--- src/rtl/sim_pkg.sv ---
/*
 * Constants and types for the sensor image mirroring stage: register
 * offsets, field positions, reset values, value limits and enumerations.
 * Assumes a 32-bit register port with byte offsets on an 8-bit address.
 */
package sim_pkg;

	// ****************************************************************
	// Register map
	// ****************************************************************
	localparam int ADDR_W = 8;
	localparam int DATA_W = 32;
	localparam logic [7:0] OFS_VIEW = 8'h00;
	localparam logic [7:0] OFS_TAP = 8'h04;
	localparam logic [7:0] OFS_SENS_W = 8'h08;
	localparam logic [7:0] OFS_SENS_H = 8'h0c;
	localparam logic [7:0] OFS_COL = 8'h10;
	localparam logic [7:0] OFS_CROP_W = 8'h14;
	localparam logic [7:0] OFS_ROW = 8'h18;
	localparam logic [7:0] OFS_CROP_H = 8'h1c;
	localparam logic [7:0] OFS_STATUS = 8'h20;
	localparam logic [7:0] OFS_EFF_W = 8'h24;
	localparam logic [7:0] OFS_EFF_H = 8'h28;

	// ****************************************************************
	// Field layout
	// ****************************************************************
	localparam int SZ_W = 17;
	localparam int IDX_W = 16;
	localparam int VIEW_H_BIT = 0;
	localparam int VIEW_V_BIT = 1;
	localparam int ST_REJECT_BIT = 0;
	localparam int ST_BANK_BIT = 1;
	localparam int STEP_BITS = 5;

	// ****************************************************************
	// Limits and reset values
	// ****************************************************************
	localparam logic [16:0] SENS_W_MIN = 17'h00040;
	localparam logic [16:0] SENS_W_MAX = 17'h08000;
	localparam logic [16:0] SENS_H_MIN = 17'h00002;
	localparam logic [16:0] SENS_H_MAX = 17'h10000;
	localparam logic [16:0] RST_SENS_W = 17'h00400;
	localparam logic [16:0] RST_SENS_H = 17'h00400;
	localparam logic [16:0] RST_CROP_W = 17'h00400;
	localparam logic [16:0] RST_CROP_H = 17'h00400;
	localparam logic [16:0] RST_OFS = 17'h00000;
	localparam logic [33:0] MAX_FRAME_PIX_DEF = 34'h004000000;

	// ****************************************************************
	// Enumerations
	// ****************************************************************
	typedef enum logic [1:0] {
		view_upper_left = 2'b00,
		view_upper_right = 2'b01,
		view_lower_left = 2'b10,
		view_lower_right = 2'b11
	} sim_view_t;

	typedef enum logic {
		single_zone_layout = 1'b0,
		two_zone_vertical_layout = 1'b1
	} sim_tap_t;

	typedef enum logic {
		turn_zone0 = 1'b0,
		turn_zone1 = 1'b1
	} sim_turn_t;

endpackage

--- src/rtl/sim_mirror.sv ---
/*
 * Sensor geometry and mirroring stage. Takes pixels from one or two zone
 * streams, computes the mirrored column, row and frame bank for each pixel
 * and hands the tagged pixel to the frame-memory writer through a FIFO.
 * Holds the geometry settings and refuses writes that break their limits.
 * Assumes the upstream streams sit on clk_i and mark first pixel and line end.
 *
 */
// The strobed register port and the placing of the registers were left to the implementer.
`timescale 1ns/1ps
`default_nettype none

module sim_mirror #(
	parameter int PIX_W = 8,
	parameter int FIFO_DEPTH = 4,
	parameter logic [33:0] MAX_FRAME_PIX = sim_pkg::MAX_FRAME_PIX_DEF
) (
	input wire logic clk_i,
	input wire logic rst_i,
	input wire logic [sim_pkg::ADDR_W-1:0] reg_addr_i,
	input wire logic [sim_pkg::DATA_W-1:0] reg_wdata_i,
	input wire logic reg_wr_i,
	input wire logic reg_rd_i,
	output logic [sim_pkg::DATA_W-1:0] reg_rdata_o,
	input wire logic s0_valid_i,
	input wire logic [PIX_W-1:0] s0_data_i,
	input wire logic s0_sof_i,
	input wire logic s0_eol_i,
	output logic s0_ready_o,
	input wire logic s1_valid_i,
	input wire logic [PIX_W-1:0] s1_data_i,
	input wire logic s1_sof_i,
	input wire logic s1_eol_i,
	output logic s1_ready_o,
	output logic m_valid_o,
	input wire logic m_ready_i,
	output logic [PIX_W-1:0] m_data_o,
	output logic [sim_pkg::IDX_W-1:0] m_col_o,
	output logic [sim_pkg::IDX_W-1:0] m_row_o,
	output logic m_bank_o,
	output logic m_sof_o,
	output logic [sim_pkg::SZ_W-1:0] eff_line_pixels_o,
	output logic [sim_pkg::SZ_W-1:0] eff_frame_lines_o
);
	localparam int IW = sim_pkg::IDX_W;
	localparam int SW = sim_pkg::SZ_W;
	localparam int WORD_W = PIX_W + 2 * IW + 2;
	localparam int CNT_W = $clog2(FIFO_DEPTH+1);

	// ****************************************************************
	// Helpers
	// ****************************************************************
	function automatic logic in_range(input logic [SW-1:0] v,
		input logic [SW-1:0] lo, input logic [SW-1:0] hi);
		in_range = (v >= lo) && (v <= hi);
	endfunction

	function automatic logic sum_fits(input logic [SW-1:0] a,
		input logic [SW-1:0] b, input logic [SW-1:0] lim);
		sum_fits = ({1'b0, a} + {1'b0, b}) <= {1'b0, lim};
	endfunction

	function automatic logic [IW-1:0] flip_idx(input logic [IW-1:0] idx,
		input logic [SW-1:0] size);
		logic [SW-1:0] t;
		t = size - SW'(1) - {1'b0, idx};
		flip_idx = t[IW-1:0];
	endfunction

	// ****************************************************************
	// Geometry settings
	// ****************************************************************
	sim_pkg::sim_view_t view_reg, view_next, c_view;
	sim_pkg::sim_tap_t tap_reg, tap_next, c_tap;
	logic [SW-1:0] sens_w_reg, sens_w_next, c_sw;
	logic [SW-1:0] sens_h_reg, sens_h_next, c_sh;
	logic [SW-1:0] col_start_reg, col_start_next, c_col;
	logic [SW-1:0] crop_w_reg, crop_w_next, c_cw;
	logic [SW-1:0] row_start_reg, row_start_next, c_row;
	logic [SW-1:0] crop_h_reg, crop_h_next, c_ch;
	logic reject_reg, reject_next;
	logic [sim_pkg::DATA_W-1:0] rdata_reg, rdata_next;
	logic [SW-1:0] eff_w, eff_h, eff_w_reg, eff_h_reg;
	logic h_mir, v_mir, two_zone, c_h, c_v, c_two, hi_zero, accept;
	logic [SW-1:0] wval;
	logic [33:0] frame_pix;
	logic bank_reg, bank_next;

	assign h_mir = view_reg[sim_pkg::VIEW_H_BIT];
	assign v_mir = view_reg[sim_pkg::VIEW_V_BIT];
	assign two_zone = (tap_reg == sim_pkg::two_zone_vertical_layout);
	// Sensor width only counts when columns are reversed
	assign eff_w = h_mir ? sens_w_reg : col_start_reg + crop_w_reg;
	// Sensor height only counts when rows are reversed or zones merged
	assign eff_h = (v_mir || two_zone) ? sens_h_reg
		: row_start_reg + crop_h_reg;

	// Candidate set: current values with the written field replaced
	always_comb begin
		wval = reg_wdata_i[SW-1:0];
		hi_zero = (reg_wdata_i[sim_pkg::DATA_W-1:SW] == '0);
		c_view = view_reg;
		c_tap = tap_reg;
		c_sw = sens_w_reg;
		c_sh = sens_h_reg;
		c_col = col_start_reg;
		c_cw = crop_w_reg;
		c_row = row_start_reg;
		c_ch = crop_h_reg;
		unique case (reg_addr_i)
			sim_pkg::OFS_VIEW: begin
				c_view = sim_pkg::sim_view_t'(reg_wdata_i[1:0]);
				hi_zero = (reg_wdata_i[sim_pkg::DATA_W-1:2] == '0);
			end
			sim_pkg::OFS_TAP: begin
				c_tap = sim_pkg::sim_tap_t'(reg_wdata_i[0]);
				hi_zero = (reg_wdata_i[sim_pkg::DATA_W-1:1] == '0);
			end
			sim_pkg::OFS_SENS_W: c_sw = wval;
			sim_pkg::OFS_SENS_H: c_sh = wval;
			sim_pkg::OFS_COL: c_col = wval;
			sim_pkg::OFS_CROP_W: c_cw = wval;
			sim_pkg::OFS_ROW: c_row = wval;
			sim_pkg::OFS_CROP_H: c_ch = wval;
			default: hi_zero = hi_zero;
		endcase
		c_h = c_view[sim_pkg::VIEW_H_BIT];
		c_v = c_view[sim_pkg::VIEW_V_BIT];
		c_two = (c_tap == sim_pkg::two_zone_vertical_layout);
		frame_pix = 34'(c_sw) * 34'(c_sh);
		// Whole candidate set must hold, else the write is refused
		accept = hi_zero
			&& in_range(c_sw, sim_pkg::SENS_W_MIN, sim_pkg::SENS_W_MAX)
			&& (c_sw[sim_pkg::STEP_BITS-1:0] == '0)
			&& in_range(c_sh, sim_pkg::SENS_H_MIN, sim_pkg::SENS_H_MAX)
			&& in_range(c_cw, sim_pkg::SENS_W_MIN, sim_pkg::SENS_W_MAX)
			&& (c_cw[sim_pkg::STEP_BITS-1:0] == '0)
			&& (c_col[sim_pkg::STEP_BITS-1:0] == '0)
			&& in_range(c_ch, sim_pkg::SENS_H_MIN, sim_pkg::SENS_H_MAX)
			&& sum_fits(c_col, c_cw, sim_pkg::SENS_W_MAX)
			&& sum_fits(c_row, c_ch, sim_pkg::SENS_H_MAX)
			&& (!c_h || sum_fits(c_col, c_cw, c_sw))
			&& (!(c_v || c_two) || sum_fits(c_row, c_ch, c_sh))
			&& (!c_two || !c_sh[0])
			&& (!c_v || (frame_pix <= MAX_FRAME_PIX));
	end

	// Write handling and read data, one cycle after the read strobe
	always_comb begin
		view_next = view_reg;
		tap_next = tap_reg;
		sens_w_next = sens_w_reg;
		sens_h_next = sens_h_reg;
		col_start_next = col_start_reg;
		crop_w_next = crop_w_reg;
		row_start_next = row_start_reg;
		crop_h_next = crop_h_reg;
		reject_next = reject_reg;
		rdata_next = '0;
		if (reg_wr_i && reg_addr_i <= sim_pkg::OFS_CROP_H
			&& reg_addr_i[1:0] == 2'h0) begin
			reject_next = !accept;
			if (accept) begin
				view_next = c_view;
				tap_next = c_tap;
				sens_w_next = c_sw;
				sens_h_next = c_sh;
				col_start_next = c_col;
				crop_w_next = c_cw;
				row_start_next = c_row;
				crop_h_next = c_ch;
			end
		end
		if (reg_rd_i) begin
			unique case (reg_addr_i)
				sim_pkg::OFS_VIEW: rdata_next = 32'(view_reg);
				sim_pkg::OFS_TAP: rdata_next = 32'(tap_reg);
				sim_pkg::OFS_SENS_W: rdata_next = 32'(sens_w_reg);
				sim_pkg::OFS_SENS_H: rdata_next = 32'(sens_h_reg);
				sim_pkg::OFS_COL: rdata_next = 32'(col_start_reg);
				sim_pkg::OFS_CROP_W: rdata_next = 32'(crop_w_reg);
				sim_pkg::OFS_ROW: rdata_next = 32'(row_start_reg);
				sim_pkg::OFS_CROP_H: rdata_next = 32'(crop_h_reg);
				sim_pkg::OFS_STATUS: begin
					rdata_next[sim_pkg::ST_REJECT_BIT] = reject_reg;
					rdata_next[sim_pkg::ST_BANK_BIT] = bank_reg;
				end
				sim_pkg::OFS_EFF_W: rdata_next = 32'(eff_w_reg);
				sim_pkg::OFS_EFF_H: rdata_next = 32'(eff_h_reg);
				default: rdata_next = '0;
			endcase
		end
	end

	// Settings registers
	always_ff @(posedge clk_i) begin
		if (rst_i) begin
			view_reg <= sim_pkg::view_upper_left;
			tap_reg <= sim_pkg::single_zone_layout;
			sens_w_reg <= sim_pkg::RST_SENS_W;
			sens_h_reg <= sim_pkg::RST_SENS_H;
			col_start_reg <= sim_pkg::RST_OFS;
			crop_w_reg <= sim_pkg::RST_CROP_W;
			row_start_reg <= sim_pkg::RST_OFS;
			crop_h_reg <= sim_pkg::RST_CROP_H;
			reject_reg <= 1'b0;
			rdata_reg <= '0;
			eff_w_reg <= sim_pkg::RST_SENS_W;
			eff_h_reg <= sim_pkg::RST_SENS_H;
		end else begin
			view_reg <= view_next;
			tap_reg <= tap_next;
			sens_w_reg <= sens_w_next;
			sens_h_reg <= sens_h_next;
			col_start_reg <= col_start_next;
			crop_w_reg <= crop_w_next;
			row_start_reg <= row_start_next;
			crop_h_reg <= crop_h_next;
			reject_reg <= reject_next;
			rdata_reg <= rdata_next;
			eff_w_reg <= eff_w;
			eff_h_reg <= eff_h;
		end
	end

	// ****************************************************************
	// Pixel path
	// ****************************************************************
	logic [IW-1:0] col_pos_reg [2];
	logic [IW-1:0] col_pos_next [2];
	logic [IW-1:0] line_pos_reg [2];
	logic [IW-1:0] line_pos_next [2];
	sim_pkg::sim_turn_t turn_reg, turn_next;
	logic s0_ready_reg, s0_ready_next, s1_ready_reg, s1_ready_next;
	logic take0, take1, push, zone, sof, eol, fifo_in_ready;
	logic [PIX_W-1:0] pix;
	logic [IW-1:0] cur_col, cur_line, row_raw, row_out, col_out;
	logic [WORD_W-1:0] word, fifo_word;
	logic [CNT_W-1:0] fifo_cnt;

	// Merge zones one beat at a time; full crop is applied downstream
	always_comb begin
		take0 = s0_ready_reg & s0_valid_i & fifo_in_ready;
		take1 = s1_ready_reg & s1_valid_i & fifo_in_ready;
		push = take0 | take1;
		zone = take1;
		pix = take1 ? s1_data_i : s0_data_i;
		sof = take1 ? s1_sof_i : s0_sof_i;
		eol = take1 ? s1_eol_i : s0_eol_i;
		cur_col = sof ? '0 : col_pos_reg[zone];
		cur_line = sof ? '0 : line_pos_reg[zone];
		// Second zone is read out from the bottom line upward
		row_raw = (two_zone && zone) ? flip_idx(cur_line, sens_h_reg)
			: cur_line;
		row_out = v_mir ? flip_idx(row_raw, eff_h) : row_raw;
		col_out = h_mir ? flip_idx(cur_col, eff_w) : cur_col;
		// New frame goes to the other half of frame memory only when rows are reversed
		bank_next = bank_reg ^ (take0 & s0_sof_i & v_mir);
		word = {bank_next, sof, row_out, col_out, pix};
		for (int s = 0; s < 2; s++) begin
			col_pos_next[s] = col_pos_reg[s];
			line_pos_next[s] = line_pos_reg[s];
		end
		if (push) begin
			col_pos_next[zone] = eol ? '0 : cur_col + IW'(1);
			line_pos_next[zone] = eol ? cur_line + IW'(1) : cur_line;
		end
		turn_next = sim_pkg::turn_zone0;
		if (two_zone) begin
			turn_next = push ? sim_sel_flip(turn_reg) : turn_reg;
		end
		// Ready only while a slot is sure to be free next cycle
		s0_ready_next = (({1'b0, fifo_cnt} + (CNT_W+1)'(push))
			< (CNT_W+1)'(FIFO_DEPTH)) && (turn_next == sim_pkg::turn_zone0);
		s1_ready_next = (({1'b0, fifo_cnt} + (CNT_W+1)'(push))
			< (CNT_W+1)'(FIFO_DEPTH)) && (turn_next == sim_pkg::turn_zone1);
	end

	function automatic sim_pkg::sim_turn_t sim_sel_flip(
		input sim_pkg::sim_turn_t t);
		sim_sel_flip = (t == sim_pkg::turn_zone0) ? sim_pkg::turn_zone1
			: sim_pkg::turn_zone0;
	endfunction

	// Pixel path registers
	always_ff @(posedge clk_i) begin
		if (rst_i) begin
			for (int s = 0; s < 2; s++) begin
				col_pos_reg[s] <= '0;
				line_pos_reg[s] <= '0;
			end
			turn_reg <= sim_pkg::turn_zone0;
			bank_reg <= 1'b0;
			s0_ready_reg <= 1'b0;
			s1_ready_reg <= 1'b0;
		end else begin
			for (int s = 0; s < 2; s++) begin
				col_pos_reg[s] <= col_pos_next[s];
				line_pos_reg[s] <= line_pos_next[s];
			end
			turn_reg <= turn_next;
			bank_reg <= bank_next;
			s0_ready_reg <= s0_ready_next;
			s1_ready_reg <= s1_ready_next;
		end
	end

	// Output buffer toward the frame-memory writer
	sim_fifo #(
		.WIDTH(WORD_W),
		.DEPTH(FIFO_DEPTH)
	) u_fifo (
		.clk_i(clk_i),
		.rst_i(rst_i),
		.in_valid_i(push),
		.in_data_i(word),
		.in_ready_o(fifo_in_ready),
		.out_valid_o(m_valid_o),
		.out_data_o(fifo_word),
		.out_ready_i(m_ready_i),
		.count_o(fifo_cnt)
	);

	// Outputs are slices of registers
	assign {m_bank_o, m_sof_o, m_row_o, m_col_o, m_data_o} = fifo_word;
	assign s0_ready_o = s0_ready_reg;
	assign s1_ready_o = s1_ready_reg;
	assign reg_rdata_o = rdata_reg;
	assign eff_line_pixels_o = eff_w_reg;
	assign eff_frame_lines_o = eff_h_reg;

endmodule // sim_mirror

`default_nettype wire

--- src/rtl/sim_fifo.sv ---
/*
 * Small synchronous FIFO with a registered output word.
 * Assumes one clock, synchronous active-high reset, DEPTH of at least 2.
 */
`timescale 1ns/1ps
`default_nettype none

module sim_fifo #(
	parameter int WIDTH = 8,
	parameter int DEPTH = 4
) (
	input wire logic clk_i,
	input wire logic rst_i,
	input wire logic in_valid_i,
	input wire logic [WIDTH-1:0] in_data_i,
	output logic in_ready_o,
	output logic out_valid_o,
	output logic [WIDTH-1:0] out_data_o,
	input wire logic out_ready_i,
	output logic [$clog2(DEPTH+1)-1:0] count_o
);
	localparam int PTR_W = $clog2(DEPTH);
	localparam int CNT_W = $clog2(DEPTH+1);
	localparam logic [CNT_W-1:0] CNT_ONE = CNT_W'(1);
	localparam logic [CNT_W-1:0] CNT_FULL = CNT_W'(DEPTH);

	logic [WIDTH-1:0] mem [DEPTH];
	logic [PTR_W-1:0] wr_ptr_reg, wr_ptr_next, rd_ptr_reg, rd_ptr_next;
	logic [CNT_W-1:0] mem_cnt_reg, mem_cnt_next;
	logic out_valid_reg, out_valid_next;
	logic [WIDTH-1:0] out_data_reg, out_data_next;
	logic mem_we, mem_rd, push, pop;

	function automatic logic [PTR_W-1:0] ptr_inc(input logic [PTR_W-1:0] p);
		ptr_inc = (p == PTR_W'(DEPTH-1)) ? '0 : p + PTR_W'(1);
	endfunction

	// Output word counts as one slot, so capacity is DEPTH in all
	assign count_o = mem_cnt_reg + CNT_W'(out_valid_reg);
	assign in_ready_o = count_o < CNT_FULL;
	assign out_valid_o = out_valid_reg;
	assign out_data_o = out_data_reg;

	// Next state: refill output register, bypass when memory is empty
	always_comb begin
		push = in_valid_i & in_ready_o;
		pop = out_valid_reg & out_ready_i;
		mem_we = 1'b0;
		mem_rd = 1'b0;
		out_valid_next = out_valid_reg;
		out_data_next = out_data_reg;
		if (!out_valid_reg || pop) begin
			if (mem_cnt_reg != '0) begin
				mem_rd = 1'b1;
				out_valid_next = 1'b1;
				out_data_next = mem[rd_ptr_reg];
				mem_we = push;
			end else begin
				out_valid_next = push;
				if (push) begin
					out_data_next = in_data_i;
				end
			end
		end else begin
			mem_we = push;
		end
		wr_ptr_next = mem_we ? ptr_inc(wr_ptr_reg) : wr_ptr_reg;
		rd_ptr_next = mem_rd ? ptr_inc(rd_ptr_reg) : rd_ptr_reg;
		mem_cnt_next = mem_cnt_reg;
		if (mem_we && !mem_rd) begin
			mem_cnt_next = mem_cnt_reg + CNT_ONE;
		end else if (!mem_we && mem_rd) begin
			mem_cnt_next = mem_cnt_reg - CNT_ONE;
		end
	end

	// Storage has no reset; pointers guard stale words
	always_ff @(posedge clk_i) begin
		if (mem_we) begin
			mem[wr_ptr_reg] <= in_data_i;
		end
	end

	// State registers
	always_ff @(posedge clk_i) begin
		if (rst_i) begin
			wr_ptr_reg <= '0;
			rd_ptr_reg <= '0;
			mem_cnt_reg <= '0;
			out_valid_reg <= 1'b0;
			out_data_reg <= '0;
		end else begin
			wr_ptr_reg <= wr_ptr_next;
			rd_ptr_reg <= rd_ptr_next;
			mem_cnt_reg <= mem_cnt_next;
			out_valid_reg <= out_valid_next;
			out_data_reg <= out_data_next;
		end
	end

endmodule // sim_fifo

`default_nettype wire

--- config.mk ---
export PLATFORM = sky130hd
export DESIGN_NAME = sim_mirror
export DESIGN_NICKNAME = d
export VERILOG_FILES = /design/src/rtl/sim_pkg.sv /design/src/rtl/sim_mirror.sv /design/src/rtl/sim_fifo.sv
export SDC_FILE = /design/constraint.sdc
export NUM_CORES = 2
export LEC_CHECK = 0
export ABC_AREA = 1
export BUFFER_PORTS_ARGS = -buffer_cell sky130_fd_sc_hd__buf_4
export CORE_MARGIN = 2
export CORE_UTILIZATION = 58
export DETAILED_ROUTE_END_ITERATION = 8
export PLACE_DENSITY = 0.79
export SLEW_MARGIN = 20
export SYNTH_ARGS = -nofsm -noshare
export SYNTH_HDL_FRONTEND = slang
export SYNTH_SLANG_ARGS = --single-unit
--- constraint.sdc ---
create_clock -name clk_i -period 7.63 [get_ports clk_i]
set_input_delay 1.1445 -clock clk_i [delete_from_list [all_inputs] [get_ports clk_i]]
set_output_delay 1.1445 -clock clk_i [all_outputs]
set_load 0.005 [all_outputs]
==> metrics.yaml <==
io_buffers: 162
largest_reg_flops: 168
p_switching_uw: 2248
ant_nets: 0
timing.critical_path.from: "reg_addr_i[5]"
rows: 93
syn_avg_cell_area_um2: 7.259
internal_power_uw: 4474
nFillCells: 4918
grt_max_degree: 93
fin_util_pct: 70.88
setup_ws_ns: -0.6478
end_kind: "flip-flop"
hold_violations: 0
slowest_delay_ns: 0.59
dr.first_iter.drc_count: 5088
whs_ns: 0.4646
placed_area_um2: 41560
synth_area_leader_cell: "dfxtp_1"
vdd_drop_max_v: 0.0002108
hold_buffers: 0
ys_dominant_reg_cell: "dfxtp_1"
dr.pass1.iters: 8
hold_path_class: "flip-flop to flip-flop"
grt.overflow.total: 0
path_max_fanout: 6
fmax_mhz: 120.8
fin_area_um2: 45450
swShare_pct: 33.44
p_clk_share_pct: 35.1
synth_seq_cells: 445
largest-register: "u_fifo.mem"
num_io_pins: 178
seqCellArea_um2: 10590
cts_tree: "yes"
core_um2: 64120
antenna_found_initial: 6
numClockSinks: 445
period_needed_ns: 8.278
place_ws_ns: -0.8869
ys_warn_count: 0
tightest_slew_ns: 1.256
leakage_uw: 0.02135
synth_edf_count: 168
cts_max_path_buffers: 3
crit_type: "primary input to flip-flop"
grt_pass1_vias: 35820
p_seq_share_pct: 40.8
dieArea_um2: 66520
post-route-drc-count: 0
reg2reg_from: "sens_h_reg[9]$_SDFFE_PP0P_"
synth_area_um2: 37400
synth-async-reset-ratio_pct: 0
htreeDepth: 2
outcome: "complete, but fails checks"
crit_top_cell: "fa_1"
comb_power_share_pct: 24.1
avgRoutedWirePerCell_um: 21.46
crit_required_ns: 8.13
routed_wl_mm: 138.8
final.period_utilization_pct: 108.5
max-cap-violations: 0
vias: 38740
finalNetCount: 6136
finalSetupViolCount: 106
synth_top_area_share_pct: 14.83
arrival_ns: 8.78
power_density_nw_per_um2: 147.9
grt_setup_unrepaired: "true"
syn_to_final_growth_pct: 21.53
cts_root_buf: "clkbuf_16"
slew_violations: 0
synth_area_leaders: "dfxtp_1, edfxtp_1, fa_1"
viasPerCell: 5.986
start_util_pct: 58.33
dpl.hpwl_mm: 99.80
syn_inst: 5152
slowest_stage: "fa_1"
clk_pin_slew_ns: 0.06
die_w_um: 257.9
die_h_um: 257.9
clk_latency_ns: 0.63
worst_setup_path_start_kind: "primary input"
synth_seq_area_share_pct: 28.32
gp_congestion: 1.065
violations: "setup timing"
fin_skew_ns: 0.03549
worstHoldStart: "col_pos_reg[1][9]$_SDFFE_PP0P_"
relSlewSlack_pct: 15.65
yosysUniqueCellTypes: 58
multiInputGateArea_um2: 24370
grt_pass1_wl_mm: 201.6
gr-usage-all-layers_pct: 39.11
setup_tns_ns: -45.68
cts_made_buffers: 48
final_layout_size_suffix_gt1_share_pct: 18.31
-- cell usage after synthesis, types with 3 or more instances --
cell type     n
a211oi_1      5
a21boi_0      8
a21o_1       13
a21oi_1     291
a221oi_1     30
a31oi_1      32
and2_1        3
buf_1        26
buf_2        14
buf_4        19
buf_6        18
clkbuf_1    145
clkinv_1      8
dfxtp_1     277
edfxtp_1    168
fa_1        232
ha_1        262
inv_1       694
inv_2        25
mux2i_1      10
nand2_1    1135
nand2_2       8
nand3_1     314
nand3b_1     14
nand4_1      35
nor2_1      682
nor2_2        6
nor2_4        4
nor3_1       30
nor4_1        3
o2111ai_1     3
o211ai_1      9
o21ai_0     376
o21ai_1      41
o21ai_2       8
o21ai_4       3
o21bai_1     11
o22ai_1      37
or2_2        50
xnor2_1      28
xor2_1       52
-- path summary, 6_finish.rpt --
check	cells past startpoint	end	slack, ns
max	40	sens_h_reg[11]$_SDFFE_PP0P_	-0.65
min	2	col_pos_reg[1][9]$_SDFFE_PP0P_	0.46
max reg2reg	32	sens_h_reg[11]$_SDFFE_PP0P_	0.25
min reg2reg	2	col_pos_reg[1][9]$_SDFFE_PP0P_	0.46
-- metrics by stage --
step | instances | power (uW)
2_1_floorplan | 5166 | 3794
3_3_place_gp | 6295 | 4307
3_5_place_dp | 6295 | 4361
4_1_cts | 6413 | 6678
5_1_grt | 6469 | 6967
6_report | 6471 | 6722
-- critical path, delay by kind of cell --
family,cells,cell delay (ns)
compound gates,1,0.29
buf+inv,13,1.49
simple gates,19,2.43
fa+ha+maj,7,3.38
-- layout make-up --
cell class | count | share of cell area, %
diodes | 2 | 0.01101
well taps | 855 | 2.354
clock buffers | 55 | 2.723
flip-flops and latches | 445 | 23.30
multi-input cells | 3773 | 53.63
clock inverters | 34 | 0.7764
inverters | 727 | 6.084
repair buffers | 580 | 11.11
-- power groups by stage --
| stage | registers (uW) | clock network, uW | logic [uW] |
|---|---|---|---|
| final | 2740 | 2360 | 1620 |
| after global routing | 2760 | 2440 | 1770 |
| after CTS | 2740 | 2350 | 1590 |
| after detailed placement | 2790 | 0 | 1570 |
| after global placement | 2780 | 0 | 1530 |
| after floorplan | 2770 | 0 | 1020 |
-- cells in the final DEF, fill, tap and decap left out, types with 32 or more instances in the layout --
master     instances
a21oi_1          275
o21ai_0          362
nand2_1         1059
o22ai_1           37
edfxtp_1         168
inv_1            665
fa_1             220
buf_6             33
inv_2             44
a31oi_1           32
or2_2             50
nor2_1           625
nand3_1          304
nor2_2            39
ha_1             240
nand2_2           66
clkbuf_16         56
nand4_1           35
xor2_1            52
buf_4            504
o21ai_1           37
dfxtp_1          276
-- layer usage --
layer  vias up  share of wire [%]  global-route usage, %  wire length [um]
li1      17420                  -                      -                 -
met1     17880                 36                  49.60             49330
met2      2725                 44                  61.55             61410
met3       703                 13                  8.647             17580
met4         6                7.5                  23.06             10470
met5         -              0.031                      0                43
-- logic make-up after synthesis --
| family | after synthesis | share of synthesized area (%) |
|---|---|---|
| AO/OA/AOI/OAI | 877 | 12.86 |
| multiplexers | 10 | 0.2677 |
| buffers and inverters | 949 | 10.12 |
| adder cells (fa/ha/maj) | 494 | 21.19 |
| flip-flops | 445 | 28.32 |
| other | 1 | 0.01003 |
| AND/OR/NAND/NOR | 2296 | 25.35 |
| XOR/XNOR | 80 | 1.874 |
-- repair_timing --
item | in CTS | in global routing
buffers inserted | 24 | 45
setup endpoints to repair | 106 | 106
gates resized for setup | 133 | 232
cloned | 5 | 12
pin swaps | 38 | 142
endpoints found under the hold margin | 0 | 0
(Power assumes the default switching activity.)
